File: src/include/dlcr_pkg.sv
package dlcr_pkg;

  // Register offsets
  localparam logic [7:0] INPUT_FORMAT_CONTROL_ADDR     = 8'h1F;
  localparam logic [7:0] COLOUR_SPACE_CONTROL_ADDR     = 8'h31;
  localparam logic [7:0] PATTERN_AND_SOFT_RESET_ADDR   = 8'h48;
  localparam logic [7:0] VERSION_CODE_ADDR             = 8'h4A;
  localparam logic [7:0] DEVICE_CODE_ADDR              = 8'h4B;
  localparam logic [7:0] LINK_POWER_DOWN_ADDR          = 8'h63;
  localparam logic [7:0] LINK_ENCODING_CONTROL_ADDR    = 8'h64;
  localparam logic [7:0] PANEL_PROTECTION_CONTROL_ADDR = 8'h66;
  localparam logic [7:0] POWER_ON_DELAY_LOW_ADDR       = 8'h67;
  localparam logic [7:0] BACKLIGHT_ON_DELAY_ADDR       = 8'h68;
  localparam logic [7:0] BACKLIGHT_OFF_DELAY_ADDR      = 8'h69;
  localparam logic [7:0] LINK_OFF_DELAY_LOW_ADDR       = 8'h6A;

  // Reset values
  localparam logic [7:0] INPUT_FORMAT_CONTROL_RST     = 8'h80;
  localparam logic [7:0] COLOUR_SPACE_CONTROL_RST     = 8'h00;
  localparam logic [7:0] PATTERN_AND_SOFT_RESET_RST   = 8'h18;
  localparam logic [7:0] LINK_POWER_DOWN_RST          = 8'h00;
  localparam logic [7:0] LINK_ENCODING_CONTROL_RST    = 8'h0D;
  localparam logic [7:0] PANEL_PROTECTION_CONTROL_RST = 8'h01;
  localparam logic [7:0] DELAY_REG_RST                = 8'h00;

  // Identity values, arbitrary
  localparam logic [7:0] VERSION_CODE_VALUE     = 8'h5C;
  localparam logic [7:0] DEVICE_CODE_BASE       = 8'h44;

  // Field positions
  localparam int INPUT_BUFFER_SELECT_BIT     = 7;
  localparam int COLOUR_CONVERT_BIT          = 0;
  localparam int DATAPATH_RESET_N_BIT        = 3;
  localparam int REGISTER_RESET_N_BIT        = 4;
  localparam int LINK_PATH_OFF_BIT           = 6;
  localparam int BIT_MAPPING_SELECT_BIT      = 0;
  localparam int ODD_EVEN_SWAP_BIT           = 1;
  localparam int DITHER_BYPASS_BIT           = 3;
  localparam int WIDE_OUTPUT_SELECT_BIT      = 5;
  localparam int PANEL_POWER_REQUEST_BIT     = 0;
  localparam int SYNC_DETECT_BYPASS_BIT      = 1;
  localparam int PLL_LOCKED_BIT              = 2;
  localparam int LOCK_FORCE_VALUE_BIT        = 3;
  localparam int LOCK_SOURCE_SELECT_BIT      = 4;
  localparam int BACKLIGHT_ON_REQUEST_BIT    = 5;
  localparam int SYNC_STABLE_BIT             = 6;
  localparam int DELAY_MSB_BIT               = 7;
  localparam int DEVICE_CODE_STRAP_HI_BIT    = 5;
  localparam int DEVICE_CODE_STRAP_LO_BIT    = 0;
  localparam logic [7:0] PANEL_PROTECTION_WRITE_MASK = 8'h3B;
  localparam logic [2:0] YCRCB_FORMAT       = 3'h4;

  // Timing
  localparam int CLOCK_PERIOD_NS   = 4;
  localparam int MILLISECOND_NS    = 1000000;
  localparam int TICK_CYCLES       = MILLISECOND_NS / CLOCK_PERIOD_NS;
  localparam int MIN_DELAY_MS      = 2;
  localparam int SYNC_HOLD_MS      = 2;
  localparam int FRAME_HOLD_MS     = 100;

  typedef struct packed {
    logic [7:0] red;
    logic [7:0] green;
    logic [7:0] blue;
  } dlcr_pixel_t;

  typedef struct packed {
    logic [7:0] addr;
    logic       write;
    logic       read;
    logic [7:0] wdata;
  } dlcr_reg_req_t;

  typedef enum logic [2:0] {
    SEQ_OFF, SEQ_WAIT_READY, SEQ_POWER_ON, SEQ_LINK_ON,
    SEQ_BACKLIGHT, SEQ_BACKLIGHT_OFF, SEQ_LINK_OFF
  } dlcr_seq_t;

endpackage

File: src/design/dlcr_top.sv
`timescale 1ns/100ps
module dlcr_top
  import dlcr_pkg::*;
#(
  parameter int CYCLES_PER_MS = TICK_CYCLES,
  parameter int BAR_WIDTH     = 160
) (
  // Clock and reset
  input  wire logic        core_clk,
  input  wire logic        reset,
  // Register port
  input  wire dlcr_reg_req_t reg_req,
  output logic [7:0]       reg_rdata,
  output logic             reg_rvalid,
  // Pins from outside
  input  wire logic        config_strap,
  input  wire logic        pll_lock_pin,
  input  wire logic        hsync_pin,
  input  wire logic        vsync_pin,
  // Pixel input
  input  wire dlcr_pixel_t pixel_in,
  input  wire logic        pixel_in_valid,
  // Input port configuration
  output logic [2:0]       input_format_select,
  output logic             input_buffer_select,
  // Link side
  output dlcr_pixel_t      link_pixel,
  output logic             link_pixel_valid,
  output logic             link_enable,
  output logic             link_path_off,
  output logic             bit_mapping_standard_select,
  output logic             odd_even_swap,
  output logic             wide_output_select,
  // Panel
  output logic             panel_power_enable,
  output logic             backlight_enable
);

  logic [7:0] input_format_control;
  logic [7:0] colour_space_control;
  logic [7:0] pattern_and_soft_reset;
  logic [7:0] link_power_down;
  logic [7:0] link_encoding_control;
  logic [7:0] panel_protection_control;
  logic [7:0] power_on_delay_low;
  logic [7:0] backlight_on_delay;
  logic [7:0] backlight_off_delay;
  logic [7:0] link_off_delay_low;
  logic [7:0] device_code;
  logic       reg_reset;
  logic       dp_reset;

  logic [1:0] strap_sync;
  logic [1:0] lock_sync;
  logic [1:0] hs_sync;
  logic [1:0] vs_sync;
  logic       hs_last;
  logic       vs_last;
  logic       pll_locked;
  logic       sync_stable;

  logic [31:0] tick_count;
  logic        ms_tick;
  logic [7:0]  hs_age;
  logic [7:0]  vs_age;

  dlcr_seq_t   seq_state;
  logic [9:0]  seq_ms;
  logic        lock_ok;
  logic        link_ready;
  logic [9:0]  t1_ms;
  logic [9:0]  t2_ms;
  logic [9:0]  t3_ms;
  logic [9:0]  t4_ms;

  logic [10:0] pixel_x;
  dlcr_pixel_t stage1;
  logic        stage1_valid;
  logic [15:0] lfsr;

  // Nine-bit field plus one, floored at the minimum
  function automatic logic [9:0] delay_1ms(input logic [8:0] field);
    logic [9:0] ms;
    ms = {1'b0, field} + 10'h001;
    if (ms < 10'(MIN_DELAY_MS))
      ms = 10'(MIN_DELAY_MS);
    return ms;
  endfunction

  // Seven-bit field in 2 ms steps, from 2 ms
  function automatic logic [9:0] delay_2ms(input logic [6:0] field);
    return {2'b00, field, 1'b0} + 10'h002;
  endfunction

  function automatic logic [7:0] clamp8(input logic signed [17:0] v);
    if (v < 0)
      return 8'h00;
    else if (v > 18'sd255)
      return 8'hFF;
    else
      return v[7:0];
  endfunction

  function automatic logic [7:0] dither8(input logic [7:0] c, input logic [1:0] n);
    logic [8:0] s;
    s = {1'b0, c} + {7'h00, n};
    if (s[8])
      s = 9'h0FF;
    return {s[7:2], 2'b00};
  endfunction

  assign reg_reset = reset | ~pattern_and_soft_reset[REGISTER_RESET_N_BIT];
  assign dp_reset  = reset | ~pattern_and_soft_reset[DATAPATH_RESET_N_BIT];

  // Pin synchronisers
  always_ff @(posedge core_clk) begin
    if (reset) begin
      strap_sync <= 2'b00;
      lock_sync  <= 2'b00;
      hs_sync    <= 2'b00;
      vs_sync    <= 2'b00;
      hs_last    <= 1'b0;
      vs_last    <= 1'b0;
    end else begin
      strap_sync <= {strap_sync[0], config_strap};
      lock_sync  <= {lock_sync[0], pll_lock_pin};
      hs_sync    <= {hs_sync[0], hsync_pin};
      vs_sync    <= {vs_sync[0], vsync_pin};
      hs_last    <= hs_sync[1];
      vs_last    <= vs_sync[1];
    end
  end

  // Strap caught after reset; code then follows the synchronised pin
  always_ff @(posedge core_clk) begin
    if (reset) begin
      device_code <= DEVICE_CODE_BASE;
    end else begin
      device_code <= DEVICE_CODE_BASE;
      device_code[DEVICE_CODE_STRAP_HI_BIT] <= strap_sync[1];
      device_code[DEVICE_CODE_STRAP_LO_BIT] <= strap_sync[1];
    end
  end

  // Millisecond tick
  always_ff @(posedge core_clk) begin
    if (reset) begin
      tick_count <= 32'h0000_0000;
      ms_tick    <= 1'b0;
    end else if (tick_count >= 32'(CYCLES_PER_MS - 1)) begin
      tick_count <= 32'h0000_0000;
      ms_tick    <= 1'b1;
    end else begin
      tick_count <= tick_count + 32'h0000_0001;
      ms_tick    <= 1'b0;
    end
  end

  // Sync stability: edges seen recently enough on both syncs
  always_ff @(posedge core_clk) begin
    if (reset) begin
      hs_age      <= 8'hFF;
      vs_age      <= 8'hFF;
      sync_stable <= 1'b0;
      pll_locked  <= 1'b0;
    end else begin
      if (hs_sync[1] & ~hs_last)
        hs_age <= 8'h00;
      else if (ms_tick && hs_age != 8'hFF)
        hs_age <= hs_age + 8'h01;
      if (vs_sync[1] & ~vs_last)
        vs_age <= 8'h00;
      else if (ms_tick && vs_age != 8'hFF)
        vs_age <= vs_age + 8'h01;
      sync_stable <= (hs_age < 8'(SYNC_HOLD_MS)) && (vs_age < 8'(FRAME_HOLD_MS));
      pll_locked  <= lock_sync[1];
    end
  end

  // Register writes
  always_ff @(posedge core_clk) begin
    if (reg_reset) begin
      input_format_control     <= INPUT_FORMAT_CONTROL_RST;
      colour_space_control     <= COLOUR_SPACE_CONTROL_RST;
      pattern_and_soft_reset   <= PATTERN_AND_SOFT_RESET_RST;
      link_power_down          <= LINK_POWER_DOWN_RST;
      link_encoding_control    <= LINK_ENCODING_CONTROL_RST;
      panel_protection_control <= PANEL_PROTECTION_CONTROL_RST;
      power_on_delay_low       <= DELAY_REG_RST;
      backlight_on_delay       <= DELAY_REG_RST;
      backlight_off_delay      <= DELAY_REG_RST;
      link_off_delay_low       <= DELAY_REG_RST;
    end else if (reg_req.write) begin
      if (reg_req.addr == INPUT_FORMAT_CONTROL_ADDR) begin
        input_format_control <= reg_req.wdata;
      end else if (reg_req.addr == COLOUR_SPACE_CONTROL_ADDR) begin
        colour_space_control <= reg_req.wdata;
      end else if (reg_req.addr == PATTERN_AND_SOFT_RESET_ADDR) begin
        pattern_and_soft_reset <= reg_req.wdata;
      end else if (reg_req.addr == LINK_POWER_DOWN_ADDR) begin
        link_power_down <= reg_req.wdata;
      end else if (reg_req.addr == LINK_ENCODING_CONTROL_ADDR) begin
        link_encoding_control <= reg_req.wdata;
      end else if (reg_req.addr == PANEL_PROTECTION_CONTROL_ADDR) begin
        panel_protection_control <= reg_req.wdata & PANEL_PROTECTION_WRITE_MASK;
      end else if (reg_req.addr == POWER_ON_DELAY_LOW_ADDR) begin
        power_on_delay_low <= reg_req.wdata;
      end else if (reg_req.addr == BACKLIGHT_ON_DELAY_ADDR) begin
        backlight_on_delay <= reg_req.wdata;
      end else if (reg_req.addr == BACKLIGHT_OFF_DELAY_ADDR) begin
        backlight_off_delay <= reg_req.wdata;
      end else if (reg_req.addr == LINK_OFF_DELAY_LOW_ADDR) begin
        link_off_delay_low <= reg_req.wdata;
      end
    end
  end

  // Register reads, one cycle later; unmapped reads return zero
  always_ff @(posedge core_clk) begin
    if (reset) begin
      reg_rdata  <= 8'h00;
      reg_rvalid <= 1'b0;
    end else begin
      reg_rvalid <= reg_req.read;
      if (!reg_req.read) begin
        reg_rdata <= 8'h00;
      end else if (reg_req.addr == INPUT_FORMAT_CONTROL_ADDR) begin
        reg_rdata <= input_format_control;
      end else if (reg_req.addr == COLOUR_SPACE_CONTROL_ADDR) begin
        reg_rdata <= colour_space_control;
      end else if (reg_req.addr == PATTERN_AND_SOFT_RESET_ADDR) begin
        reg_rdata <= pattern_and_soft_reset;
      end else if (reg_req.addr == VERSION_CODE_ADDR) begin
        reg_rdata <= VERSION_CODE_VALUE;
      end else if (reg_req.addr == DEVICE_CODE_ADDR) begin
        reg_rdata <= device_code;
      end else if (reg_req.addr == LINK_POWER_DOWN_ADDR) begin
        reg_rdata <= link_power_down;
      end else if (reg_req.addr == LINK_ENCODING_CONTROL_ADDR) begin
        reg_rdata <= link_encoding_control;
      end else if (reg_req.addr == PANEL_PROTECTION_CONTROL_ADDR) begin
        reg_rdata <= panel_protection_control;
        reg_rdata[PLL_LOCKED_BIT]  <= pll_locked;
        reg_rdata[SYNC_STABLE_BIT] <= sync_stable;
      end else if (reg_req.addr == POWER_ON_DELAY_LOW_ADDR) begin
        reg_rdata <= power_on_delay_low;
      end else if (reg_req.addr == BACKLIGHT_ON_DELAY_ADDR) begin
        reg_rdata <= backlight_on_delay;
      end else if (reg_req.addr == BACKLIGHT_OFF_DELAY_ADDR) begin
        reg_rdata <= backlight_off_delay;
      end else if (reg_req.addr == LINK_OFF_DELAY_LOW_ADDR) begin
        reg_rdata <= link_off_delay_low;
      end else begin
        reg_rdata <= 8'h00;
      end
    end
  end

  // Configuration levels to input port and serializer
  always_ff @(posedge core_clk) begin
    if (reset) begin
      input_format_select         <= INPUT_FORMAT_CONTROL_RST[2:0];
      input_buffer_select         <= INPUT_FORMAT_CONTROL_RST[INPUT_BUFFER_SELECT_BIT];
      bit_mapping_standard_select <= LINK_ENCODING_CONTROL_RST[BIT_MAPPING_SELECT_BIT];
      odd_even_swap               <= LINK_ENCODING_CONTROL_RST[ODD_EVEN_SWAP_BIT];
      wide_output_select          <= LINK_ENCODING_CONTROL_RST[WIDE_OUTPUT_SELECT_BIT];
      link_path_off               <= LINK_POWER_DOWN_RST[LINK_PATH_OFF_BIT];
    end else begin
      input_format_select         <= input_format_control[2:0];
      input_buffer_select         <= input_format_control[INPUT_BUFFER_SELECT_BIT];
      bit_mapping_standard_select <= link_encoding_control[BIT_MAPPING_SELECT_BIT];
      odd_even_swap               <= link_encoding_control[ODD_EVEN_SWAP_BIT];
      wide_output_select          <= link_encoding_control[WIDE_OUTPUT_SELECT_BIT];
      link_path_off               <= link_power_down[LINK_PATH_OFF_BIT];
    end
  end

  // Sequencer delays
  assign t1_ms = delay_1ms({backlight_on_delay[DELAY_MSB_BIT], power_on_delay_low});
  assign t2_ms = delay_2ms(backlight_on_delay[6:0]);
  assign t3_ms = delay_2ms(backlight_off_delay[6:0]);
  assign t4_ms = delay_1ms({backlight_off_delay[DELAY_MSB_BIT], link_off_delay_low});

  assign lock_ok = panel_protection_control[LOCK_SOURCE_SELECT_BIT] ?
                   panel_protection_control[LOCK_FORCE_VALUE_BIT] : pll_locked;
  assign link_ready = lock_ok &
                      (sync_stable | panel_protection_control[SYNC_DETECT_BYPASS_BIT]);

  // Power sequencer; power-off runs SEQ_BACKLIGHT_OFF then SEQ_LINK_OFF, or only SEQ_LINK_OFF when left before SEQ_LINK_ON
  always_ff @(posedge core_clk) begin
    if (reset) begin
      seq_state <= SEQ_OFF;
      seq_ms    <= 10'h000;
    end else begin
      if (ms_tick)
        seq_ms <= seq_ms + 10'h001;
      case (seq_state)
        SEQ_OFF: begin
          seq_ms <= 10'h000;
          if (panel_protection_control[PANEL_POWER_REQUEST_BIT] && !link_path_off)
            seq_state <= SEQ_WAIT_READY;
        end
        SEQ_WAIT_READY: begin
          seq_ms <= 10'h000;
          if (!panel_protection_control[PANEL_POWER_REQUEST_BIT] || link_path_off)
            seq_state <= SEQ_LINK_OFF;
          else if (link_ready)
            seq_state <= SEQ_POWER_ON;
        end
        SEQ_POWER_ON: begin
          if (!panel_protection_control[PANEL_POWER_REQUEST_BIT] || link_path_off) begin
            seq_state <= SEQ_LINK_OFF;
            seq_ms    <= 10'h000;
          end else if (seq_ms >= t1_ms) begin
            seq_state <= SEQ_LINK_ON;
            seq_ms    <= 10'h000;
          end
        end
        SEQ_LINK_ON: begin
          if (!panel_protection_control[PANEL_POWER_REQUEST_BIT] || link_path_off) begin
            seq_state <= SEQ_BACKLIGHT_OFF;
            seq_ms    <= 10'h000;
          end else if (seq_ms >= t2_ms) begin
            seq_state <= SEQ_BACKLIGHT;
            seq_ms    <= 10'h000;
          end
        end
        SEQ_BACKLIGHT: begin
          seq_ms <= 10'h000;
          if (!panel_protection_control[PANEL_POWER_REQUEST_BIT] || link_path_off)
            seq_state <= SEQ_BACKLIGHT_OFF;
        end
        SEQ_BACKLIGHT_OFF: begin
          if (seq_ms >= t3_ms) begin
            seq_state <= SEQ_LINK_OFF;
            seq_ms    <= 10'h000;
          end
        end
        SEQ_LINK_OFF: begin
          if (seq_ms >= t4_ms) begin
            seq_state <= SEQ_OFF;
            seq_ms    <= 10'h000;
          end
        end
        default: begin
          seq_state <= SEQ_OFF;
        end
      endcase
    end
  end

  // Panel outputs
  always_ff @(posedge core_clk) begin
    if (reset) begin
      panel_power_enable <= 1'b0;
      link_enable        <= 1'b0;
      backlight_enable   <= 1'b0;
    end else begin
      panel_power_enable <= seq_state != SEQ_OFF;
      link_enable        <= !link_path_off && (seq_state == SEQ_LINK_ON || seq_state == SEQ_BACKLIGHT ||
                            seq_state == SEQ_BACKLIGHT_OFF);
      // Power-down drops the backlight t3_ms before the link; link_path_off drops link and backlight on the same edge
      backlight_enable   <= seq_state == SEQ_BACKLIGHT && !link_path_off &&
                            panel_protection_control[BACKLIGHT_ON_REQUEST_BIT];
    end
  end

  // Stage 1: colour conversion and pattern substitution
  always_ff @(posedge core_clk) begin
    if (dp_reset) begin
      pixel_x      <= 11'h000;
      stage1       <= '0;
      stage1_valid <= 1'b0;
    end else begin
      stage1_valid <= pixel_in_valid;
      if (hs_sync[1] & ~hs_last)
        pixel_x <= 11'h000;
      else if (pixel_in_valid)
        pixel_x <= pixel_x + 11'h001;
      if (pixel_in_valid) begin
        case (pattern_and_soft_reset[1:0])
          2'b00: begin
            // Cr on red, Y on green, Cb on blue
            if (colour_space_control[COLOUR_CONVERT_BIT] && input_format_control[2:0] == YCRCB_FORMAT) begin
              stage1.red   <= clamp8(18'(signed'({10'h000, pixel_in.green})) +
                              18'(((signed'({10'h000, pixel_in.red}) - 18'sd128) * 18'sd359) >>> 8));
              stage1.green <= clamp8(18'(signed'({10'h000, pixel_in.green})) -
                              18'((((signed'({10'h000, pixel_in.blue}) - 18'sd128) * 18'sd88) +
                              ((signed'({10'h000, pixel_in.red}) - 18'sd128) * 18'sd183)) >>> 8));
              stage1.blue  <= clamp8(18'(signed'({10'h000, pixel_in.green})) +
                              18'(((signed'({10'h000, pixel_in.blue}) - 18'sd128) * 18'sd454) >>> 8));
            end else begin
              stage1 <= pixel_in;
            end
          end
          2'b01: begin
            // Eight bars: white, yellow, cyan, green, magenta, red, blue, black
            stage1.red   <= (3'(pixel_x / 11'(BAR_WIDTH)) inside {3'd0, 3'd1, 3'd4, 3'd5}) ? 8'hFF : 8'h00;
            stage1.green <= (3'(pixel_x / 11'(BAR_WIDTH)) inside {3'd0, 3'd1, 3'd2, 3'd3}) ? 8'hFF : 8'h00;
            stage1.blue  <= (3'(pixel_x / 11'(BAR_WIDTH)) inside {3'd0, 3'd2, 3'd4, 3'd6}) ? 8'hFF : 8'h00;
          end
          2'b10: begin
            stage1 <= {pixel_x[7:0], pixel_x[7:0], pixel_x[7:0]};
          end
          default: begin
            stage1 <= '0;
          end
        endcase
      end
    end
  end

  // Stage 2: dither and width reduction toward the link
  always_ff @(posedge core_clk) begin
    if (dp_reset) begin
      lfsr             <= 16'hACE1;
      link_pixel       <= '0;
      link_pixel_valid <= 1'b0;
    end else begin
      lfsr             <= {lfsr[14:0], lfsr[15] ^ lfsr[13] ^ lfsr[12] ^ lfsr[10]};
      link_pixel_valid <= stage1_valid && link_enable;
      if (!link_enable) begin
        link_pixel <= '0;
      end else if (wide_output_select || link_encoding_control[DITHER_BYPASS_BIT]) begin
        // Wide mode, or bypass: low bits only dropped in narrow mode
        link_pixel.red   <= wide_output_select ? stage1.red   : {stage1.red[7:2], 2'b00};
        link_pixel.green <= wide_output_select ? stage1.green : {stage1.green[7:2], 2'b00};
        link_pixel.blue  <= wide_output_select ? stage1.blue  : {stage1.blue[7:2], 2'b00};
      end else begin
        link_pixel.red   <= dither8(stage1.red, lfsr[1:0]);
        link_pixel.green <= dither8(stage1.green, lfsr[3:2]);
        link_pixel.blue  <= dither8(stage1.blue, lfsr[5:4]);
      end
    end
  end

endmodule // dlcr_top

File: config.mk
export PLATFORM = sky130hd
export DESIGN_NAME = dlcr_top
export DESIGN_NICKNAME = d
export VERILOG_FILES = /design/src/include/dlcr_pkg.sv /design/src/design/dlcr_top.sv
export SDC_FILE = /design/constraint.sdc
export NUM_CORES = 1
export LEC_CHECK = 0
export ABC_AREA = 1
export BUFFER_PORTS_ARGS = -buffer_cell sky130_fd_sc_hd__buf_2
export CAP_MARGIN = 20
export CELL_PAD_IN_SITES_DETAIL_PLACEMENT = 1
export CELL_PAD_IN_SITES_GLOBAL_PLACEMENT = 2
export CORE_ASPECT_RATIO = 1.25
export CORE_MARGIN = 1
export CORE_UTILIZATION = 33
export CTS_CLUSTER_DIAMETER = 150
export DETAILED_ROUTE_END_ITERATION = 10
export PLACE_DENSITY = 0.78
export SLEW_MARGIN = 20
export SYNTH_ARGS = -nofsm -noshare
export SYNTH_HDL_FRONTEND = slang
export SYNTH_SLANG_ARGS = --single-unit
File: constraint.sdc
create_clock -name core_clk -period 7.1 [get_ports core_clk]
set_clock_uncertainty 0.1 [all_clocks]
set_input_delay 1.42 -clock core_clk [delete_from_list [all_inputs] [get_ports core_clk]]
set_output_delay 1.42 -clock core_clk [all_outputs]
set_load 0.05 [all_outputs]
==> flow_metrics.tcl <==
set metrics [dict create \
    hold_viol_final 0 \
    stdcell_count 3467 \
    synth_cell_types 58 \
    numPlacedInstances 3419 \
    die_x_microns 214 \
    die-area_sq_um 57400 \
    syn_avg_cell_area_sq_um 7.28 \
    fin_nets 3037 \
    crit_arrival_ps 7030 \
    cts-buffers-inserted 26 \
    netlist_area_sq_um 18600 \
    core-area_sq_um 55900 \
    synthFlopType "dfxtp_1" \
    cts_max_level 1 \
    wl_per_cell_microns 16.5 \
    cp.required_ps 7460 \
    drt_iter0_markers 482 \
    diodes 0 \
    hpwl_mm 47.1 \
    antenna_left 0 \
    routabilityCongestion 0.860 \
    io_buffers 93 \
    ctsLongestPathBuffers 3 \
    power_density_nw_per_um2 376 \
    die_height_microns 268 \
    ys_warn_count 0 \
    drc 0 \
    drive_gt1_frac 0.0947 \
    cts_root_buffer "clkbuf_16" \
    final-setup-viol-count 0 \
    fin_crit_ps 6660 \
    vias_per_cell 4.88 \
    cts_setup_buffers 0 \
    grt_pass1_vias 18000 \
    rows 97 \
    grt_pass1_wl_mm 93.7 \
    start_util 0.333 \
    mostFrequentLayoutCell "nand2_1" \
    drt_first_pass_iters 5 \
    reg2reg_setup_slack_ps 3460 \
    synth_edf_count 0 \
    crit_buf_inv 5 \
    path_class "in -> reg" \
    mostFrequentLayoutCells "nand2_1 (481), inv_1 (447), a21oi_1 (256)" \
    grt_start_max_net_pins 64 \
    drt-total-wl_mm 57.1 \
    tritoncts "yes" \
    critPathMaxStageDelay_ps 500 \
    fin_crit_sh 0.939 \
    status "finished, final reports clean" \
    antenna_found_initial 0 \
    via_count 16900 \
    syn_to_final_growth_pct 14.4 \
    ys_seq_elements 249 \
    clkSinkCount 249 \
    netlist_instances 2557 \
    slew_headroom 0.360 \
    seq_area_frac_synth 0.268 \
    tightest_slew_ps 959 \
    max_freq_mhz 150 \
    crit_top_cell "nand2_1" \
    hold_class "reg -> reg" \
    rsz0062_at_grt "no" \
    clk_pin_slew_ps 60 \
    clock_latency_ps 550 \
    floorplan.io_pins 94 \
    async_reset_ff_frac 0 \
    critPathTopFamily "adder cells" \
    startpoint_type "input port" \
    cap_violations 0 \
    worst_setup_path_end_kind "flop" \
    track_usage 0.201 \
    ir_worst_vdd_v 0.000331 \
    path_max_fanout 8 \
    slew_violations 0 \
    overflow 0 \
    crit_slowest_cell "fa_1" \
    finalPower_w 0.00801 \
    p_leak_nw 10.3 \
    fill_cells 7004 \
]
worst min-delay path, cell delays in order (launching register included):
cell and delay [ps]:
dfxtp_1 300, inv_1 40, nor2_1 30
routing by layer:
layer	track usage	up-vias	share of wire	wire, microns
met4	0.0512	0	0.022	1270
met5	0	-	0	0
li1	-	8526	-	-
met1	0.237	8110	0.43	24800
met3	0.0132	70	0.018	1050
met2	0.389	196	0.53	30000
cells by family after synthesis:
kind of cell               Yosys count  synth area share
AOI/OAI and AO/OA                  473             0.137
other                                1          0.000201
xor gates and xnor gates           111            0.0522
DFF                                249             0.268
and+or+nand+nor                    938             0.221
adders and majority gates          283             0.219
buffers and inverters              502             0.103
Yosys cell counts (all sizes together), types with 4 or more instances:
cell type	n	area share
clkbuf	35	0.0071
nand2	490	0.10
nor4	16	0.0073
or2	12	0.0040
a211oi	7	0.0028
fa	71	0.076
nor3b	5	0.0020
nor2	218	0.047
o211ai	19	0.0077
a21oi	258	0.070
o21a	4	0.0016
nand3	120	0.034
dfxtp	249	0.27
ha	212	0.14
o2111ai	6	0.0028
buf	10	0.0034
inv	454	0.092
o21ai	140	0.038
nand4	22	0.0081
a31oi	16	0.0054
nor3	49	0.016
xor2	78	0.037
xnor2	33	0.016
o21bai	6	0.0024
registers in the layout (all words and copies together), names as in the netlist, 10 cells and up:
signal,cells
lfsr,16
link_pixel,24
pixel_x,11
seq_ms,10
stage1,24
tick_count,32
path summary, 6_finish.rpt:
kind | from | to | cells after the start
worst max-delay path | pixel_in[22] | stage1[13] | 31
worst min-delay path | hs_sync[0] | hs_sync[1] | 2
worst max register to register | power_on_delay_low[1] | seq_ms[9] | 16
worst min register to register | hs_sync[0] | hs_sync[1] | 2
area by class of cell:
| cell class | instances | area, sq um | area share |
|---|---|---|---|
| clock buffers | 34 | 742 | 0.0348 |
| clock inverters | 14 | 236 | 0.0111 |
| well taps | 742 | 928 | 0.0436 |
| inverters | 457 | 1720 | 0.0808 |
| flip-flops and latches | 249 | 4980 | 0.234 |
| repair buffers | 152 | 908 | 0.0426 |
| multi-input cells | 1819 | 11800 | 0.553 |
power breakdown:
part	leakage (nW)	switching [W]	total, W	internal (W)
Combinational	7.79	0.00291	0.00495	0.00204
Clock	0.475	0.000599	0.00156	0.000957
Sequential	2.03	0.0000458	0.00150	0.00145
timing repair:
item,in CTS,in global routing
gates resized for setup,0,1
setup endpoints to repair,0,2
hold buffers,0,0
metrics by stage:
stage	utilization	setup TNS [ps]	area [sq um]	hold slack (ps)	setup slack, ps
4_1_cts	0.381	0	21300	314	391
6_report	0.381	0	21300	310	436
3_5_place_dp	0.363	-1120	20300	302	-188
3_3_place_gp	0.363	0	20300	295	10.2
5_1_grt	0.381	0	21300	324	4.70
2_1_floorplan	-	0	18700	288	362
Note: power is estimated with default switching activity, not from simulation.
